File: src/gla_map.svh
// Purpose: constants of the listener addressing block
// Assumes: bus bytes carried active high inside the device
// Notes:   definitions only
`ifndef GLA_MAP_SVH
`define GLA_MAP_SVH
`define GLA_UNLISTEN      8'h3F
`define GLA_LISTEN_BASE   8'h20
`define GLA_LISTEN_MASK   8'hE0
`define GLA_SDC           8'h04
`define GLA_DCL           8'h14
`define GLA_ADDR_MAX      5'h1E
`define GLA_ADDR_RESET    5'h07
`define GLA_FIFO_DEPTH    8
`endif

File: src/gla_pkg.sv
// Purpose: types of the listener addressing block
// Assumes: nothing
// Notes:   packed carriers for data bytes and addressing status
package gla_pkg;
	typedef struct packed {
		logic [7:0] data;
		logic       eoi;
	} gla_byte_s;

	typedef struct packed {
		logic       listening;
		logic       addr_error;
		logic [4:0] address;
	} gla_status_s;

	typedef enum logic [2:0] {
		GLA_IDLE  = 3'b001,
		GLA_LATCH = 3'b010,
		GLA_WAIT  = 3'b100
	} gla_hs_e;
endpackage

File: src/gla_fifo.sv
// Purpose: small data fifo with valid/ready on both sides
// Assumes: single clock, clock enable freezes state
// Notes:   read data come out of a register
`timescale 1ns/1ns
`default_nettype none
module gla_fifo #(
	parameter int WIDTH = 9,
	parameter int DEPTH = 8
) (
	input  wire logic             clk,
	input  wire logic             reset,
	input  wire logic             ce,
	input  wire logic [WIDTH-1:0] in_data,
	input  wire logic             in_valid,
	output var  logic             in_ready,
	output var  logic [WIDTH-1:0] out_data,
	output var  logic             out_valid,
	input  wire logic             out_ready
);
	localparam int AW = $clog2(DEPTH);

	if (DEPTH < 2 || (1 << AW) != DEPTH)
		$error("depth must be a power of two");

	logic [WIDTH-1:0] mem_reg [DEPTH];
	logic [AW:0]      wr_reg;
	logic [AW:0]      rd_reg;
	logic             push;
	logic             pop;
	logic             stored;

	assign stored   = (wr_reg != rd_reg);
	assign in_ready = (wr_reg - rd_reg) != (AW+1)'(DEPTH);
	assign push     = ce && in_valid && in_ready;
	assign pop      = ce && stored && (!out_valid || out_ready);

	always_ff @(posedge clk)
	begin
		if (push)
			mem_reg[wr_reg[AW-1:0]] <= in_data;
	end

	always_ff @(posedge clk or posedge reset)
	begin
		if (reset)
		begin
			wr_reg <= '0;
			rd_reg <= '0;
		end
		else
		begin
			if (push)
				wr_reg <= wr_reg + 1'b1;
			if (pop)
				rd_reg <= rd_reg + 1'b1;
		end
	end

	always_ff @(posedge clk or posedge reset)
	begin
		if (reset)
		begin
			out_data  <= '0;
			out_valid <= 1'b0;
		end
		else if (ce)
		begin
			if (pop)
			begin
				out_data  <= mem_reg[rd_reg[AW-1:0]];
				out_valid <= 1'b1;
			end
			else if (out_ready)
				out_valid <= 1'b0;
		end
	end
endmodule
`default_nettype wire

File: src/gla_listener.sv
// Purpose: listener addressing and acceptor handshake of a parallel instrument bus port
// Assumes: bus lines given active high (asserted = 1); open-drain outputs via oe
// Notes:   data bytes queue in an 8-word fifo; full fifo holds off the handshake only while attention is released
//
// Summary of operation
// - addressed commands only when listen-addressed
// - listen address is primary plus 20h
// - selective clear under attention executes when addressed
// - bytes without attention are device data
`timescale 1ns/1ns
`default_nettype none
`include "gla_map.svh"
module gla_listener
	import gla_pkg::*;
#(
	parameter int DEPTH = `GLA_FIFO_DEPTH
) (
	input  wire logic              clk,
	input  wire logic              reset,
	input  wire logic              ce,
	input  wire logic [7:0]        dio_in,
	input  wire logic              atn_in,
	input  wire logic              dav_in,
	input  wire logic              eoi_in,
	input  wire logic              ifc_in,
	output logic                   nrfd_oe,
	output logic                   ndac_oe,
	input  wire logic [4:0]        addr_set,
	input  wire logic              addr_set_stb,
	output gla_status_s            status,
	output logic                   clear_pulse,
	output gla_byte_s              rx_byte,
	output logic                   rx_valid,
	input  wire logic              rx_ready
);
	if (DEPTH < 2 || (DEPTH & (DEPTH - 1)) != 0)
		$error("fifo depth must be a power of two");

	// ------------------------------------------------------------
	// pin synchronisers
	// ------------------------------------------------------------
	logic [11:0] pin_s1_reg;
	logic [11:0] pin_s2_reg;

	always_ff @(posedge clk or posedge reset)
	begin
		if (reset)
		begin
			pin_s1_reg <= '0;
			pin_s2_reg <= '0;
		end
		else if (ce)
		begin
			pin_s1_reg <= {ifc_in, eoi_in, dav_in, atn_in, dio_in};
			pin_s2_reg <= pin_s1_reg;
		end
	end

	logic [7:0] dio;
	logic       atn;
	logic       dav;
	logic       eoi;
	logic       ifc;
	assign {ifc, eoi, dav, atn, dio} = pin_s2_reg;

	// ------------------------------------------------------------
	// primary address
	// ------------------------------------------------------------
	logic [4:0] addr_reg;
	logic       addr_err_reg;

	always_ff @(posedge clk or posedge reset)
	begin
		if (reset)
		begin
			addr_reg     <= `GLA_ADDR_RESET;
			addr_err_reg <= 1'b0;
		end
		else if (ce && addr_set_stb)
		begin
			if (addr_set > `GLA_ADDR_MAX)
				addr_err_reg <= 1'b1;
			else
			begin
				addr_reg     <= addr_set;
				addr_err_reg <= 1'b0;
			end
		end
	end

	// ------------------------------------------------------------
	// acceptor handshake
	// ------------------------------------------------------------
	gla_hs_e     hs_reg;
	logic [7:0]  byte_reg;
	logic        byte_atn_reg;
	logic        byte_eoi_reg;
	logic        take;
	logic        fifo_ready;
	logic        fifo_push;

	// no new byte while data might not fit
	assign take = dav && (atn || fifo_ready);

	always_ff @(posedge clk or posedge reset)
	begin
		if (reset)
		begin
			hs_reg       <= GLA_IDLE;
			byte_reg     <= '0;
			byte_atn_reg <= 1'b0;
			byte_eoi_reg <= 1'b0;
			nrfd_oe      <= 1'b1;
			ndac_oe      <= 1'b1;
		end
		else if (ce)
		begin
			case (hs_reg)
				GLA_IDLE:
				begin
					ndac_oe <= 1'b1;
					nrfd_oe <= !(atn || fifo_ready);
					if (take)
					begin
						byte_reg     <= dio;
						byte_atn_reg <= atn;
						byte_eoi_reg <= eoi;
						nrfd_oe      <= 1'b1;
						hs_reg       <= GLA_LATCH;
					end
				end
				GLA_LATCH:
				begin
					ndac_oe <= 1'b0;
					hs_reg  <= GLA_WAIT;
				end
				GLA_WAIT:
				begin
					if (!dav)
					begin
						ndac_oe <= 1'b1;
						hs_reg  <= GLA_IDLE;
					end
				end
				default:
					hs_reg <= GLA_IDLE;
			endcase
		end
	end

	// ------------------------------------------------------------
	// command decode
	// ------------------------------------------------------------
	logic listen_reg;
	logic latched;
	logic my_listen;
	assign latched   = ce && (hs_reg == GLA_LATCH);
	assign my_listen = byte_reg == (`GLA_LISTEN_BASE | {3'h0, addr_reg});

	always_ff @(posedge clk or posedge reset)
	begin
		if (reset)
			listen_reg <= 1'b0;
		else if (ce && ifc)
			listen_reg <= 1'b0;
		else if (latched && byte_atn_reg)
		begin
			if (byte_reg == `GLA_UNLISTEN)
				listen_reg <= 1'b0;
			else if (my_listen)
				listen_reg <= 1'b1;
		end
	end

	always_ff @(posedge clk or posedge reset)
	begin
		if (reset)
			clear_pulse <= 1'b0;
		else if (ce)
			clear_pulse <= latched && byte_atn_reg
				&& ((byte_reg == `GLA_SDC && listen_reg)
				|| byte_reg == `GLA_DCL);
	end

	// data bytes only while addressed and attention released
	assign fifo_push = latched && !byte_atn_reg && listen_reg;

	always_ff @(posedge clk or posedge reset)
	begin
		if (reset)
			status <= '{listening: 1'b0, addr_error: 1'b0, address: `GLA_ADDR_RESET};
		else if (ce)
			status <= '{listening: listen_reg, addr_error: addr_err_reg,
				address: addr_reg};
	end

	// ------------------------------------------------------------
	// data fifo
	// ------------------------------------------------------------
	gla_byte_s fifo_in;
	gla_byte_s fifo_out;
	logic      fifo_out_valid;
	logic      fifo_take;
	assign fifo_in = '{data: byte_reg, eoi: byte_eoi_reg};
	// refill the output register only when empty or being taken
	assign fifo_take = !rx_valid || rx_ready;

	gla_fifo #(
		.WIDTH ($bits(gla_byte_s)),
		.DEPTH (DEPTH)
	) u_fifo (
		.clk       (clk),
		.reset     (reset),
		.ce        (ce),
		.in_data   (fifo_in),
		.in_valid  (fifo_push),
		.in_ready  (fifo_ready),
		.out_data  (fifo_out),
		.out_valid (fifo_out_valid),
		.out_ready (fifo_take)
	);

	always_ff @(posedge clk or posedge reset)
	begin
		if (reset)
		begin
			rx_byte  <= '0;
			rx_valid <= 1'b0;
		end
		else if (ce && fifo_take)
		begin
			rx_byte  <= fifo_out;
			rx_valid <= fifo_out_valid;
		end
	end
endmodule
`default_nettype wire

File: config.mk
export PLATFORM = sky130hd
export DESIGN_NAME = gla_listener
export DESIGN_NICKNAME = d
export VERILOG_FILES = /design/src/gla_pkg.sv /design/src/gla_fifo.sv /design/src/gla_listener.sv
export VERILOG_INCLUDE_DIRS = /design/src
export SDC_FILE = /design/constraint.sdc
export NUM_CORES = 1
export LEC_CHECK = 0
export BUFFER_PORTS_ARGS = -buffer_cell sky130_fd_sc_hd__buf_2
export CORE_MARGIN = 4
export CORE_UTILIZATION = 30
export CTS_CLUSTER_DIAMETER = 30
export CTS_CLUSTER_SIZE = 10
export DETAILED_ROUTE_END_ITERATION = 8
export MAX_ROUTING_LAYER = met4
export PLACE_DENSITY_LB_ADDON = 0.25
export SYNTH_ARGS = -nofsm -noshare
export SYNTH_HDL_FRONTEND = slang
export SYNTH_SLANG_ARGS = --single-unit
File: constraint.sdc
create_clock -name clk -period 4.5 [get_ports clk]
set_clock_uncertainty 0.1 [all_clocks]
set_input_delay 0.225 -clock clk [delete_from_list [all_inputs] [get_ports clk]]
set_output_delay 0.225 -clock clk [all_outputs]
set_load 0.01 [all_outputs]
After elaboration in Yosys (flattened, before gate mapping)
Memory sizes are Yosys's and may differ from the RTL's. A register that Yosys moved wholly into a read port is not among the register bits.
Cells that the tools add are included.
Word-level totals
  register bits: 73
  input bits: 22
  output and inout port bits: 20
  word-level logic and storage cells: 87
  RAM bits: 72
  memories: 1
Memories
  u_fifo.mem_reg: depth 8, bits a word 9, read ports 1, clocked after memory_dff 1, wr ports 1, RTL line gla_fifo.sv:25  | logic [WIDTH-1:0] mem_reg [DEPTH];
Operators by class
  add/subtract/negate cells: 3
  order comparisons: 1
  equality and inequality tests: 11
  bitwise gates (word level): 1
  reduce and logical (&&, ||, !) cells: 34
  multiplexer cells: 15
Operators with widths (number)
  $logic_and A1 B1 Y1: 14
  $mux W1: 11
  $reduce_and A2 Y1: 5
  $pmux W3 S3: 1
  $reduce_and A3 Y1: 3
  $add A4 B1 Y4 const B: 2
  $eq A8 B3 Y1 const B: 1
  $eq A8 B5 Y1 const B: 1
  $eq A8 B6 Y1: 1
  $eq A8 B6 Y1 const B: 1
  $mux W3: 2
  $reduce_bool A3 Y1: 2
  $gt A5 B5 Y1 const B: 1
  $logic_not A1 Y1: 4
  $logic_or A1 B1 Y1: 4
  $ne A2 B2 Y1 const B: 2
  $ne A4 B4 Y1: 1
  $ne A4 B4 Y1 const B: 1
  $reduce_bool A2 Y1: 2
  $sub A4 B4 Y4: 1
  $eq A3 B1 Y1 const B: 1
  $eq A3 B2 Y1 const B: 1
  $eq A3 B3 Y1 const B: 1
  $pmux W1 S3: 1
  $not A1 Y1: 1

Depth between registers and ports, before layout
  depth in word-level cells: 8
  gate-level depth with buffers: 9
  depth with buffers taken out: 7

Hierarchy
A second synthesis with hierarchy kept.
Unflattened totals
  cells, all modules: 378
  area, all modules: 6239.7 um^2
Modules (own cells, without submodules)
  gla_fifo: cells an instance 202, seq. area each 2612.5 um^2, times used 1, area each 3644.7 um^2
  gla_listener: cells an instance 176, seq. area each 1612.8 um^2, times used 1, area each 2595.0 um^2

Worst setup path after synthesis
No wires, ideal clock.
  path kind: register to register
  from: reg u_fifo.rd_reg[2]
  to: mem u_fifo.mem_reg[0][0] (enable)
  arrival time: 3.069 ns
  stages on the path, launching flop included: 9
  period minus slack after synthesis: 3.568 ns
  slack: 0.932 ns
  required time: 4.001 ns
  buffers on the path: 1
  setup time: 0.399 ns
  path through: dfrtp_1 -> inv_1 -> clkbuf_1 -> ha_1 -> and3b_1 -> a211oi_2 -> xnor2_1 -> o21ai_1 -> nor4_1
On the way
  word-level cells in the longest chain between the ends: 5
Ends and longest elaborated chain
  start, declared: RTL line gla_fifo.sv:27  | logic [AW:0] rd_reg;
  start signal, assigned: RTL line gla_fifo.sv:55  | rd_reg <= rd_reg + 1'b1;
  $sub A4 B4 Y4: RTL line gla_fifo.sv:33  | assign in_ready = (wr_reg - rd_reg) != (AW+1)'(DEPTH);
  $ne A4 B4 Y1: RTL line gla_fifo.sv:33
  $logic_and A1 B1 Y1: RTL line gla_fifo.sv:34  | assign push = ce && in_valid && in_ready;
  $mux W1: RTL line gla_fifo.sv:39  | if (push)
  $mux W1 (not written as such): RTL line gla_fifo.sv:40  | mem_reg[wr_reg[AW-1:0]] <= in_data;
  end, declared: RTL line gla_fifo.sv:25
No other way between the ends.

Final worst setup path
  from: reg u_fifo.rd_reg[2]
  to: mem u_fifo.mem_reg[3][3] (enable)
The elaborated chain is that of the path after synthesis.

==> reports/metrics.yaml <==
status: "finished, final reports clean"
cp-start-kind: "register"
top_layer: "met4"
cts_setup_buffers: 0
cts_resized: 0
netSwitchingFraction_pct: 28.7
portBuffers: 41
synth_area_per_cell_sq_um: 16.7
synth_edf_count: 72
p_per_area_mw_per_mm2: 586
numCtsBuffers: 17
cp_max_fo: 11
avgViaCountPerCell: 4.56
multi_input_area_sq_mm: 0.00185
die_width_um: 151
cts_tree: "built"
synthDistinctLibCells: 45
drive_gt1_share_pct: 36.2
cp-end-kind: "register"
path_cells: "inv_1 > ha_1 > and3b_1 > a211oi_2 > xnor2_1 > o211ai_1 > nor2_1"
cp_top_family: "simple AND/OR/NAND/NOR gates"
grt_pass1_vias: 3447
required_ns: 4.44
drt-initial-drc-count: 142
grt_overflow_total: 0
ys.flop_type: "dfrtp_1"
drc: 0
rows: 52
placed_cells: 676
dpl_cell_area_sq_mm: 0.00672
final_common_cell: "dfrtp_1"
vdd_ir_drop_max_mv: 0.287
intPower_w: 0.00312
routed_wl_um: 11900
dieArea_sq_mm: 0.0229
wl_met1_um: 5800
first_pass_iters: 4
cts_num_sinks: 154
stdcell_count: 726
cp_slowest_cell: "nor2_1"
synthCells: 370
worst_slack_ns: 1.23
final_max_slew_viol_count: 0
ioPinCount: 42
power_leakage_nw: 2.93
start_util_pct: 30.5
cts_root_buffer: "clkbuf_16"
maxCapViolations: 0
syn-num-nets: 397
postCtsHoldBufs: 18
switching_power_w: 0.00126
min_period_over_period_pct: 72.6
grt_max_degree: 46
slowest_delay_ns: 0.69
place_ws_ns: 1.24
finalPower_w: 0.00437
max_freq_ghz: 0.306
max_slew_margin_pct: 40.1
clock_latency_ns: 0.41
arrival_ns: 3.20
globalplace.congestion: 0.784
min_path_type: "in -> reg"
clockBufferDepth: 2
seq_area_sq_mm: 0.00423
grt_use_total_pct: 11.6
final_cell_mix: "73 x dfrtp_1, 72 x edfxtp_1, 47 x mux2_2, 41 x buf_2"
core_sq_mm: 0.0202
wl_per_cell_um: 16.3
tns_ns: 0
yosysWarnings: 0
largest_register_ffs: 72
grt_pass1_wl_um: 19300
async_flop_share_pct: 53.2
synth_area_sq_mm: 0.00617
vias: 3312
hold_violations: 0
synth_seq_cells: 154
n_antenna_cell: 0
fillers: 1936
ys_seq_area_share_pct: 68.5
clk_pin_slew_ns: 0.06
final_antenna_net_count: 0
htree_levels: 4
areaGrowthSynthToFinish_pct: 21.0
dp_hpwl_um: 7900
p_comb_share_pct: 21.9
rsz0062_at_grt: "no"
die_h_um: 151
critPathKind: "reg -> reg"
power_frac_seq_pct: 47.6
antenna_found_initial: 0
cp.buffers_inverters: 1
met2_length_um: 5350
worstMarginPinSlew_ns: 0.895
period_minus_slack_ns: 3.27
setup_viol: 0
finalInstanceArea_sq_mm: 0.00747
p_clk_share_pct: 30.4
wl_met3_um: 567
layout.nets: 470
[final timing paths]
| check | start | to | slack (ns) | cells after the start |
|---|---|---|---|---|
| max in group asynchronous | reset | u_fifo.out_data[7] | 2.94 | 4 |
| min in group asynchronous | reset | status[5] | 0.38 | 3 |
| hold / removal | addr_set_stb | addr_err_reg | 0.09 | 3 |
| setup reg to reg | u_fifo.rd_reg[2] | u_fifo.mem_reg[3][3] | 1.23 | 7 |
| setup / recovery | u_fifo.rd_reg[2] | u_fifo.mem_reg[3][3] | 1.23 | 7 |
| hold reg to reg | pin_s2_reg[11] | listen_reg | 0.36 | 1 |
[logic make-up (layout without fill, tap and decap cells)]
logic type	Yosys count	in the layout	share of synthesized area [%]
xor+xnor	14	14	1.99
fa+ha+maj	5	5	1.01
flops	154	154	68.5
mux	82	82	18.5
simple gates	56	56	4.52
compound gates	37	37	3.97
buf+inv	22	108	1.50
[per-stage QoR]
step	hold WS [ns]	util (%)
final	0.0913	36.9
after global routing	0.128	36.9
after CTS	0.0708	36.9
after detailed placement	0.280	33.2
after global placement	0.269	33.2
after floorplan	0.275	-
[area by class of cell]
class,instances,area share (%)
clock buffers,26,7.10
clock inverters,6,0.469
inverters,8,0.419
multi-input cells,194,24.8
flip-flops and latches,154,56.6
well taps,270,4.52
repair buffers,68,6.07
[synth_stat cells, types with 2 or more instances]
cell type,instances,area [sq um]
o22a_1,2,17.5
nor3_1,8,40.0
nand2_1,17,63.8
inv_1,8,30.0
a31oi_1,2,12.5
mux2_4,8,120
and3b_1,2,17.5
nor4_1,3,18.8
o211ai_1,2,15.0
nand2b_1,3,18.8
ha_1,5,62.6
xnor2_1,7,61.3
mux4_2,18,405
mux2i_1,9,90.1
xor2_1,7,61.3
dfrtp_1,73,1830
clkbuf_1,8,30.0
o21ai_0,16,80.1
buf_1,3,11.3
edfxtp_1,72,2160
nor2_1,12,45.0
a21o_1,3,22.5
buf_2,2,10.0
dfstp_2,9,236
nand3_1,5,25.0
mux2_2,47,529
[per-layer routing]
metal  track usage (%)  vias to the layer above
met3              3.53                        8
li1                  -                     1556
met4              3.76                        0
met5                 -                        -
met1              15.6                     1662
met2              17.0                       86
[worst register-to-register path, cell delays in order (launching register included)]
cell      delay (ns)
dfrtp_1         0.37
inv_1           0.39
ha_1            0.38
and3b_1         0.21
a211oi_2        0.23
xnor2_1         0.32
o211ai_1        0.20
nor2_1          0.69
[power by group through the flow]
stage / clock, W / sequential, W / combinational [W]
finish: 0.00133 / 0.00208 / 0.000960
global route: 0.00144 / 0.00213 / 0.00106
CTS: 0.00137 / 0.00209 / 0.000986
detailed placement: 0 / 0.00212 / 0.000973
global placement: 0 / 0.00211 / 0.000960
floorplan: 0 / 0.00202 / 0.000708
Note: power is estimated with default switching activity, not from simulation.
